File: src/shared/dpe_params.svh
// Address map, field positions and reset values of the PWM edge and configuration block.
`ifndef DPE_PARAMS_SVH
`define DPE_PARAMS_SVH

// ----------------------------------------------------------------------------
// Register byte addresses
// ----------------------------------------------------------------------------
`define DPE_ADDR_AUTO_MID 32'h001d007c
`define DPE_ADDR_EDGE_GEN 32'h001d0080
`define DPE_ADDR_DUTY_RB 32'h001d0084
`define DPE_ADDR_CAPTURE 32'h001d0088
`define DPE_ADDR_STATUS 32'h001d008c

// ----------------------------------------------------------------------------
// Field positions and writable masks
// ----------------------------------------------------------------------------
`define DPE_MID_WMASK 32'hff9810f2
`define DPE_EDGE_WMASK 32'h00017777
`define DPE_MID_RESET 32'h00000000
`define DPE_EDGE_RESET 32'h00000123
`define DPE_EDGE_EN_BIT 16

// ----------------------------------------------------------------------------
// Field widths
// ----------------------------------------------------------------------------
`define DPE_DUTY_W 18
`define DPE_CNT_W 14

`endif

File: src/shared/dpe_pkg.sv
// Types shared by the PWM edge and configuration block.
package dpe_pkg;

    // Crossbar choice for outputs A and B.
    typedef enum logic [3:0] {
        DPE_XB_PASS = 4'h0,
        DPE_XB_EDGE = 4'h1,
        DPE_XB_OWN_C = 4'h2,
        DPE_XB_CROSS = 4'h3,
        DPE_XB_LOW_A = 4'h4,
        DPE_XB_LOW_B = 4'h5,
        DPE_XB_LOW_C = 4'h6,
        DPE_XB_LOW_C2 = 4'h7,
        DPE_XB_LOW_C3 = 4'h8
    } dpe_xbar_sel_t;

    // Operating mode, one-hot decoded from the 4-bit field.
    typedef enum logic [4:0] {
        DPE_MODE_NORMAL = 5'h01,
        DPE_MODE_RESONANT = 5'h02,
        DPE_MODE_MULTI = 5'h04,
        DPE_MODE_TRIANGULAR = 5'h08,
        DPE_MODE_LEADING = 5'h10
    } dpe_mode_t;

    // Layout of the auto configuration register.
    typedef struct packed {
        logic [3:0] b_sel;
        logic [3:0] a_sel;
        logic c_gate;
        logic [1:0] rsv22;
        logic ab_gate;
        logic limit_match;
        logic [5:0] rsv13;
        logic fixed_duty;
        logic [3:0] rsv8;
        logic [3:0] mode;
        logic [1:0] rsv2;
        logic cop_en;
        logic rsv0;
    } dpe_mid_cfg_t;

    // Layout of the edge generation register.
    typedef struct packed {
        logic [14:0] rsv17;
        logic edge_en;
        logic rsv15;
        logic [2:0] a_on;
        logic rsv11;
        logic [2:0] a_off;
        logic rsv7;
        logic [2:0] b_on;
        logic rsv3;
        logic [2:0] b_off;
    } dpe_edge_cfg_t;

    // Waveforms of one PWM module.
    typedef struct packed {
        logic a;
        logic b;
        logic c;
    } dpe_wave_t;

endpackage : dpe_pkg

File: src/logic/dpe_top.sv
// PWM edge generator, output crossbar, fault gating and mode logic with APB registers.
`timescale 1ns/1ps
`include "dpe_params.svh"

// Contract
// - Output B crossbar by 4-bit select
// - Output A crossbar, same encoding, pass default
// - C-gate bit lets fault cut C
// - AB-gate bit lets fault cut A, B
// - Normal mode: bit enables cycle limiting
// - Multi/resonant: bit enables pulse matching
// - Resonant fixed duty from threshold input
// - Mode field decodes five modes
// - Coprocessor bit selects coprocessor duty path
// - Edge generator runs only when enabled
// - Edge select 0-3 own, 4-7 below
// - A switches on at selected edge
// - A switches off at selected edge
// - B switches on at selected edge
// - B switches off at selected edge
// - Loop duty readable as 18 bits
// - Counter captured at each limit event
// - Status bit shows limit fault level
module dpe_top
    import dpe_pkg::*;
#(
    parameter int DUTY_W = `DPE_DUTY_W,
    parameter int CNT_W = `DPE_CNT_W
) (
    input wire logic core_clk,
    input wire logic rstn,
    input wire logic psel,
    input wire logic penable,
    input wire logic pwrite,
    input wire logic [31:0] paddr,
    input wire logic [31:0] pwdata,
    input wire logic [3:0] pstrb,
    output logic [31:0] prdata,
    output logic pready,
    output logic pslverr,
    input wire dpe_wave_t own_wave,
    input wire dpe_wave_t low_wave,
    input wire logic low_c2,
    input wire logic low_c3,
    input wire logic cycle_limit_fault,
    input wire logic [CNT_W-1:0] period_count,
    input wire logic [DUTY_W-1:0] filter_duty,
    input wire logic [DUTY_W-1:0] auto_high_threshold,
    input wire logic [DUTY_W-1:0] coprocessor_duty,
    output dpe_wave_t out_wave,
    output logic [DUTY_W-1:0] duty_out,
    output dpe_mode_t mode_out,
    output logic cycle_limit_enable,
    output logic pulse_match_enable
);

    // ------------------------------------------------------------------------
    // Parameter checks
    // ------------------------------------------------------------------------
    // Read-back words are 32 bits, so wider fields could not be shown.
    if (DUTY_W < 1 || DUTY_W > 32 || CNT_W < 1 || CNT_W > 32) begin : g_bad_width
        $error("dpe_top: width parameter out of range");
    end

    // ------------------------------------------------------------------------
    // Register storage
    // ------------------------------------------------------------------------
    dpe_mid_cfg_t auto_config_mid;
    dpe_edge_cfg_t edge_generation_control;
    logic [CNT_W-1:0] current_limit_counter_capture;
    logic current_limit_status_bit;
    logic fault_prev;
    logic [3:0] wave_prev;
    logic edge_a;
    logic edge_b;

    // ------------------------------------------------------------------------
    // APB decode
    // ------------------------------------------------------------------------
    // Lane mask built from the byte strobes so partial writes keep other bytes.
    wire [31:0] lane_mask = {{8{pstrb[3]}}, {8{pstrb[2]}}, {8{pstrb[1]}}, {8{pstrb[0]}}};
    wire sel_mid = (paddr == `DPE_ADDR_AUTO_MID);
    wire sel_edge = (paddr == `DPE_ADDR_EDGE_GEN);
    wire sel_duty = (paddr == `DPE_ADDR_DUTY_RB);
    wire sel_cap = (paddr == `DPE_ADDR_CAPTURE);
    wire sel_stat = (paddr == `DPE_ADDR_STATUS);
    wire addr_hit = sel_mid | sel_edge | sel_duty | sel_cap | sel_stat;
    wire setup_phase = psel & ~penable;
    wire wr_commit = psel & penable & pready & pwrite & ~pslverr;
    wire [31:0] wr_mask_mid = lane_mask & `DPE_MID_WMASK;
    wire [31:0] wr_mask_edge = lane_mask & `DPE_EDGE_WMASK;
    wire [31:0] next_mid = (auto_config_mid & ~wr_mask_mid) | (pwdata & wr_mask_mid);
    wire [31:0] next_edge = (edge_generation_control & ~wr_mask_edge) | (pwdata & wr_mask_edge);

    // Read mux; reserved bits are held at zero in storage, so they read zero.
    wire [31:0] rd_word =
        sel_mid ? auto_config_mid :
        sel_edge ? edge_generation_control :
        sel_duty ? 32'(filter_duty) :
        sel_cap ? 32'(current_limit_counter_capture) :
        sel_stat ? {31'h00000000, current_limit_status_bit} :
        32'h00000000;

    // Answer is prepared in the setup cycle so every bus output is a flop; no wait states.
    always_ff @(posedge core_clk or negedge rstn) begin
        if (!rstn) begin
            pready <= 1'b0;
            pslverr <= 1'b0;
            prdata <= 32'h00000000;
        end else begin
            pready <= setup_phase;
            pslverr <= setup_phase & ~addr_hit;
            prdata <= (setup_phase & ~pwrite) ? rd_word : 32'h00000000;
        end
    end

    // Configuration writes land at the completing access edge.
    always_ff @(posedge core_clk or negedge rstn) begin
        if (!rstn) begin
            auto_config_mid <= `DPE_MID_RESET;
            edge_generation_control <= `DPE_EDGE_RESET;
        end else begin
            if (wr_commit && sel_mid) begin
                auto_config_mid <= next_mid;
            end
            if (wr_commit && sel_edge) begin
                edge_generation_control <= next_edge;
            end
        end
    end

    // ------------------------------------------------------------------------
    // Mode decode
    // ------------------------------------------------------------------------
    // Unknown codes fall back to normal mode so the stage never runs undecoded.
    dpe_mode_t next_mode;
    always_comb begin
        case (auto_config_mid.mode)
            4'h0: next_mode = DPE_MODE_NORMAL;
            4'h1: next_mode = DPE_MODE_RESONANT;
            4'h2: next_mode = DPE_MODE_MULTI;
            4'h3: next_mode = DPE_MODE_TRIANGULAR;
            4'h4: next_mode = DPE_MODE_LEADING;
            default: next_mode = DPE_MODE_NORMAL;
        endcase
    end

    wire mode_is_normal = (next_mode == DPE_MODE_NORMAL);
    wire mode_is_reson = (next_mode == DPE_MODE_RESONANT);
    wire mode_is_multi = (next_mode == DPE_MODE_MULTI);
    wire next_limit_en = mode_is_normal & auto_config_mid.limit_match;
    wire next_match_en = (mode_is_reson | mode_is_multi) & auto_config_mid.limit_match;

    // Duty source: coprocessor first, then fixed resonant threshold, else loop filter.
    wire [DUTY_W-1:0] next_duty =
        auto_config_mid.cop_en ? coprocessor_duty :
        (mode_is_reson && auto_config_mid.fixed_duty) ? auto_high_threshold :
        filter_duty;

    // ------------------------------------------------------------------------
    // Edge generator
    // ------------------------------------------------------------------------
    // Edge vector order: own rise A, fall A, rise B, fall B, then the same below.
    wire [3:0] wave_now = {low_wave.b, low_wave.a, own_wave.b, own_wave.a};
    wire [7:0] edge_vec = {
        wave_prev[3] & ~wave_now[3], ~wave_prev[3] & wave_now[3],
        wave_prev[2] & ~wave_now[2], ~wave_prev[2] & wave_now[2],
        wave_prev[1] & ~wave_now[1], ~wave_prev[1] & wave_now[1],
        wave_prev[0] & ~wave_now[0], ~wave_prev[0] & wave_now[0]};
    wire edge_en = edge_generation_control.edge_en;
    wire a_set = edge_vec[edge_generation_control.a_on];
    wire a_clr = edge_vec[edge_generation_control.a_off];
    wire b_set = edge_vec[edge_generation_control.b_on];
    wire b_clr = edge_vec[edge_generation_control.b_off];
    // When on and off pick the same edge, off wins so the output cannot stick high.
    wire next_edge_a = edge_en & ~a_clr & (a_set | edge_a);
    wire next_edge_b = edge_en & ~b_clr & (b_set | edge_b);

    always_ff @(posedge core_clk or negedge rstn) begin
        if (!rstn) begin
            wave_prev <= 4'h0;
            edge_a <= 1'b0;
            edge_b <= 1'b0;
        end else begin
            wave_prev <= wave_now;
            edge_a <= next_edge_a;
            edge_b <= next_edge_b;
        end
    end

    // ------------------------------------------------------------------------
    // Output crossbar and fault gating
    // ------------------------------------------------------------------------
    // One mux per output; codes above eight pass the module's own signal.
    function automatic logic xbar(input logic [3:0] sel, input logic own, input logic other,
                                  input logic gen);
        case (sel)
            DPE_XB_EDGE: xbar = gen;
            DPE_XB_OWN_C: xbar = own_wave.c;
            DPE_XB_CROSS: xbar = other;
            DPE_XB_LOW_A: xbar = low_wave.a;
            DPE_XB_LOW_B: xbar = low_wave.b;
            DPE_XB_LOW_C: xbar = low_wave.c;
            DPE_XB_LOW_C2: xbar = low_c2;
            DPE_XB_LOW_C3: xbar = low_c3;
            default: xbar = own;
        endcase
    endfunction : xbar

    wire mux_a = xbar(auto_config_mid.a_sel, own_wave.a, own_wave.b, edge_a);
    wire mux_b = xbar(auto_config_mid.b_sel, own_wave.b, own_wave.a, edge_b);
    // A gated output is forced low, the safe state for a power switch.
    wire cut_ab = auto_config_mid.ab_gate & cycle_limit_fault;
    wire cut_c = auto_config_mid.c_gate & cycle_limit_fault;
    wire fault_rise = cycle_limit_fault & ~fault_prev;

    always_ff @(posedge core_clk or negedge rstn) begin
        if (!rstn) begin
            out_wave <= '0;
            duty_out <= '0;
            mode_out <= DPE_MODE_NORMAL;
            cycle_limit_enable <= 1'b0;
            pulse_match_enable <= 1'b0;
        end else begin
            out_wave <= '{a: mux_a & ~cut_ab, b: mux_b & ~cut_ab, c: own_wave.c & ~cut_c};
            duty_out <= next_duty;
            mode_out <= next_mode;
            cycle_limit_enable <= next_limit_en;
            pulse_match_enable <= next_match_en;
        end
    end

    // ------------------------------------------------------------------------
    // Limit event capture and status
    // ------------------------------------------------------------------------
    always_ff @(posedge core_clk or negedge rstn) begin
        if (!rstn) begin
            fault_prev <= 1'b0;
            current_limit_status_bit <= 1'b0;
            current_limit_counter_capture <= '0;
        end else begin
            fault_prev <= cycle_limit_fault;
            current_limit_status_bit <= cycle_limit_fault;
            if (fault_rise) begin
                current_limit_counter_capture <= period_count;
            end
        end
    end
endmodule : dpe_top

File: config.mk
export PLATFORM = sky130hd
export DESIGN_NAME = dpe_top
export DESIGN_NICKNAME = d
export VERILOG_FILES = /design/src/shared/dpe_pkg.sv /design/src/logic/dpe_top.sv
export VERILOG_INCLUDE_DIRS = /design/src /design/src/shared
export SDC_FILE = /design/constraint.sdc
export NUM_CORES = 1
export LEC_CHECK = 0
export BUFFER_PORTS_ARGS = -buffer_cell sky130_fd_sc_hd__buf_2
export CAP_MARGIN = 10
export CORE_MARGIN = 2
export CORE_UTILIZATION = 49
export DETAILED_ROUTE_END_ITERATION = 10
export GPL_TIMING_DRIVEN = 0
export PLACE_DENSITY = 0.77
export REMOVE_ABC_BUFFERS = 1
export SKIP_CTS_REPAIR_TIMING = 1
export SLEW_MARGIN = 20
export SYNTH_ARGS = -nofsm -noshare
export SYNTH_HDL_FRONTEND = slang
export SYNTH_SLANG_ARGS = --single-unit
File: constraint.sdc
create_clock -name core_clk -period 2.2 [get_ports core_clk]
set_clock_uncertainty 0.05 [all_clocks]
set_input_delay 0.11 -clock core_clk [delete_from_list [all_inputs] [get_ports core_clk]]
set_output_delay 0.11 -clock core_clk [all_outputs]
set_load 0.01 [all_outputs]
==> results of run 1 <==
-- logic make-up after synthesis --
| group | after synthesis | share of synthesized area (%) |
|---|---|---|
| muxes | 78 | 18.2 |
| and+or+nand+nor | 133 | 18.2 |
| buffers and inverters | 36 | 3.08 |
| AOI/OAI and AO/OA | 65 | 8.31 |
| DFF | 110 | 52.2 |
| other | 1 | 0.0709 |
-- final timing paths --
check	endpoint	depth (start not counted)
worst min-delay path	duty_out[3]	3
worst max register to register	duty_out[2]	4
min in group asynchronous	prdata[6]	2
worst min register to register	out_wave[0]	1
max in group asynchronous	asynchronous set/reset pin	3
worst max-delay path	flop	5
-- worst max-delay path: stages --
cell and delay, ps:
buf_2 100, nor4b_2 340, nand4_2 560, nor4_4 670, mux2_2 400
-- metal layers --
layer  track usage, %  routed length [um]  share of wire (%)  vias up
li1                 -                   -                  -     2071
met1             28.8                5890                 41     2139
met2             37.9                7290                 51      165
met3             5.45                 979                6.8       19
met4             6.87                 177                1.2        0
met5                0                   0                  0        -
-- layout make-up --
type,instances,area share [%]
clock buffer,11,1.93
clock inverter,5,0.580
inverter,14,0.717
multi-input combinational,279,32.7
sequential,110,37.7
tap,136,2.32
timing repair buffer,276,24.1
-- report_power, final --
part,switching (mW),internal [mW]
sequential,0.0262,2.08
clock,0.693,0.455
combinational,0.231,0.290
-- cell usage after synthesis (all sizes together) (2+ instances only) --
master	number	share of area, %
dfrtp	105	50
mux2	44	9.4
nand2	26	1.9
mux2i	24	4.5
nor2b	23	2.7
o21ai	23	2.2
nor4	16	4.2
and2	15	1.8
inv	14	0.99
clkbuf	13	0.95
a21oi	11	1.0
nand2b	11	1.3
mux4	10	4.3
buf	9	1.1
nor2	8	0.57
nor4b	8	1.7
a2111oi	6	1.2
o311a	6	1.1
dfstp	5	2.5
a22oi	4	0.57
nand3	4	0.38
nor3	4	0.38
o22ai	4	0.47
a211oi	3	0.43
and4b	3	0.57
nand4	3	0.76
a221oi	2	0.33
nand3b	2	0.28
nor3b	2	0.38
o21a	2	0.28
or2	2	0.24
or3b	2	0.33
or4	2	0.36
-- cell usage in the layout, fill, tap and decap left out, drive strengths merged, types with 5 or more instances in the layout --
master       count
and2            15
nor2b           23
nand2           26
nor2             8
dfstp            5
a21oi           11
mux2            44
dfrtp          105
nor4            16
o21ai           23
inv             15
mux4            10
mux2i           24
a2111oi          6
nand2b          11
dlygate4sd3     70
clkbuf          11
buf            206
nor4b            8
o311a            6
==> impl_metrics.tcl, run 1 <==
set metrics [dict create \
    min_from "auto_high_threshold[3]" \
    worst_ep_required_time_ps 2400 \
    cts_made_buffers 9 \
    peakVddDrop_mv 0.330 \
    hold_path.class "in2reg" \
    drcViolationCount 0 \
    ys_seq_elements 110 \
    max_freq_mhz 501 \
    finish.utilization_pct 70.4 \
    relSlewSlack_pct 49.3 \
    grt_pass1_vias 4092 \
    syn_inst 423 \
    grt-ovfl-total 0 \
    grt_usage_pct 22.5 \
    num_antenna_cells 0 \
    wl_per_cell_um 17.3 \
    synth.avg_cell_area_um2 12.5 \
    status "finished, violations left" \
    reg2reg_slack_ps 240 \
    fin_hold_ws_ps -0.755 \
    fp-row-count 37 \
    antenna_found_initial 0 \
    tns_ps 0 \
    multi_input_area_um2 2400 \
    rsz0062_at_grt "no" \
    synth.distinct_cells 54 \
    tightest_slew_ps 758 \
    clk_path_buf_depth 2 \
    cts-root-buf "clkbuf_8" \
    gp_congestion 0.879 \
    fp.dieH_um 108 \
    wirelength_um 14300 \
    synth_edf_count 0 \
    fillers 758 \
    ios 212 \
    ys_seq_area_share_pct 52.2 \
    nets 840 \
    start_util_pct 50.8 \
    regArea_um2 2760 \
    setup.worst_path.start_class "input pin" \
    via_count 4394 \
    p_leak_nw 3.65 \
    synth-async-reset-ratio_pct 100 \
    setup_violations 0 \
    clk_latency_ps 360 \
    dp_hpwl_um 10000 \
    pre_cts_ws_ps -295 \
    fin_cells 831 \
    period_share_pct 90.7 \
    area_growth_pct 38.7 \
    cts.sinks 110 \
    via_per_inst 5.29 \
    violations "negative hold slack" \
    power.total_mw 3.78 \
    die_area_um2 11600 \
    grt_pass1_wl_um 20200 \
    hold_violations 1 \
    drive_gt1_share_pct 43.7 \
    grt_max_degree 67 \
    setup_ws_ps 204 \
    ant_nets 0 \
    placed_area_um2 6420 \
    cts_tree "done" \
    drt_iter0_markers 264 \
    worst-setup-path-type "in2reg" \
    endpoint_kind "flop" \
    startpoint "paddr[10]" \
    synth_area_um2 5290 \
    h-tree-depth 3 \
    final_max_slew_viol_count 0 \
    die_w_um 108 \
    io_buffers 201 \
    crit_arrival_ps 2200 \
    path_clk_slew_ps 100 \
    place_inst 743 \
    cap_violations 0 \
    finalInstanceArea_um2 7330 \
    period_needed_ps 2000 \
    core_um2 10400 \
    crit_fanout 15 \
    drt_first_pass_iters 4 \
    ys_warn_count 0 \
    power_density_nw_per_um2 515 \
    synth_ff_type "dfrtp_1" \
]
(Power assumes the default switching activity.)
==> inputs of run 2 (changes only) <==
PLACE_DENSITY = 0.83   (was 0.77)
REMOVE_ABC_BUFFERS = not set   (was 1)
SLEW_MARGIN = not set   (was 20)
==> run 2 against run 1 <==
Final cell count rose by 1.7%. Critical path depth stayed put. Wire length increased by 8.6%. Utilization rose by 0.41 points. Global-route usage is 1.4 points higher. Clock power is 6% higher. Highest routed layer unchanged. Sequential share of layout area fell by 0.23 points. Hold slack got worse by 13 ps. Die area stayed put. The flow still finishes with violations (negative hold slack).
==> impl_metrics.tcl, run 2 (synthesis gave the netlist of run 1 again) <==
set metrics [dict create \
    max_freq_mhz 470 \
    slowest_delay_ps 390 \
    peakVddDrop_mv 0.337 \
    slowest_stage "dfrtp_1" \
    wirelength_um 15600 \
    regArea_um2 2760 \
    layout_commonest_cell "buf_2" \
    period_share_pct 96.8 \
    place_inst 761 \
    crit_arrival_ps 2320 \
    p_leak_nw 3.65 \
    fin_hold_ws_ps -13.3 \
    cts.sinks 110 \
    period_needed_ps 2130 \
    endpoint_kind "flop" \
    clk_path_buf_depth 2 \
    status "finished, violations left" \
    path_cells "and4b_1 > nand4_1 > nor4_4 > buf_4 > mux2_2" \
    grt_usage_pct 24.0 \
    relSlewSlack_pct 45.8 \
    violations "negative hold slack" \
    grt_max_degree 65 \
    setup.worst_path.start_class "flop" \
    setup_violations 0 \
    path_clk_slew_ps 110 \
    reg2reg_depth 5 \
    grt-ovfl-total 0 \
    cts-root-buf "clkbuf_8" \
    via_count 4565 \
    h-tree-depth 3 \
    io_buffers 199 \
    crit_fanout 8 \
    ios 212 \
    hold_path.class "in2reg" \
    r2r-start "pslverr" \
    ant_nets 0 \
    multi_input_area_um2 2390 \
    gp_congestion 0.829 \
    core_um2 10400 \
    pre_cts_ws_ps -138 \
    wl_per_cell_um 18.4 \
    fillers 748 \
    antenna_found_initial 0 \
    hold_violations 2 \
    final_cell_mix "buf_2 (201), dfrtp_1 (105), dlygate4sd3_1 (66)" \
    grt_pass1_wl_um 21400 \
    area_growth_pct 39.5 \
    start_util_pct 50.8 \
    setup_ws_ps 70.1 \
    nets 853 \
    worst_ep_required_time_ps 2390 \
    drt_first_pass_iters 5 \
    cts_tree "done" \
    drcViolationCount 0 \
    final_max_slew_viol_count 0 \
    die_w_um 108 \
    tns_ps 0 \
    fp.dieH_um 108 \
    finish.utilization_pct 70.8 \
    reg2reg_slack_ps 70 \
    worst-setup-path-type "reg2reg" \
    clk_latency_ps 360 \
    cts_made_buffers 9 \
    via_per_inst 5.40 \
    drt_iter0_markers 302 \
    fp-row-count 37 \
    min_to "duty_out[0]" \
    dp_hpwl_um 10900 \
    tightest_slew_ps 812 \
    fin_cells 845 \
    drive_gt1_share_pct 43.1 \
    whs_path_depth 3 \
    min_from "auto_high_threshold[0]" \
    die_area_um2 11600 \
    grt_pass1_vias 4427 \
    cap_violations 0 \
    power_density_nw_per_um2 524 \
]
==> run 2: cell count changes in the layout (fill, tap and decap cells not counted), moves of 2 or more <==
cell,change
dlygate4sd3_1,-4
clkbuf_1,+12
buf_4,+6
clkinvlp_4,+2
nor4b_2,-2
clkinv_4,-2
==> run 2: layout make-up <==
cell class | count | share of cell area, %
plain buffers | 22 | 1.49
inverters | 14 | 0.713
flip-flops and latches | 110 | 37.4
multi-input cells | 279 | 32.4
diodes | 1 | 0.0339
clock inverters | 6 | 0.950
well taps | 136 | 2.31
clock buffers | 10 | 1.73
repair buffers | 267 | 23.0
==> run 2: routing by layer <==
| layer | global-route usage (%) | vias up | share of wire [%] |
|---|---|---|---|
| met4 | 6.87 | 0 | 2.1 |
| met1 | 27.7 | 2236 | 38 |
| met5 | 0 | - | 0 |
| met3 | 4.72 | 29 | 6.4 |
| li1 | - | 2107 | - |
| met2 | 44.7 | 193 | 54 |
==> run 2: metrics by stage <==
stage	power, mW	area, um^2
finish	3.86	7370
global route	4.03	7370
CTS	3.79	6690
detailed placement	2.58	6490
global placement	2.55	6460
floorplan	2.32	5290
==> run 2: power by group <==
part           internal (mW)  total [mW]  switching, mW
sequential              2.08        2.11         0.0279
combinational          0.289       0.530          0.240
clock                  0.534        1.22          0.687
total                   2.91        3.86          0.956
==> run 2: how the worst max path moves through the flow <==
stage,slack [ps],depth (start not counted),endpoint,start
after detailed placement,-140,5,duty_out[11],flop
after floorplan,280,4,flop,pslverr
after global placement,-230,1,prdata[3],rstn
after global routing,-10,5,flop,pslverr
after CTS,-160,5,duty_out[11],flop
final,70,5,flop,pslverr
==> run 2: worst max-delay path: cells and delay by family, from the launching register on <==
family | cells | cell delay (ps)
buf+inv | 1 | 230
flops | 1 | 390
mux | 1 | 360
simple gates | 3 | 980
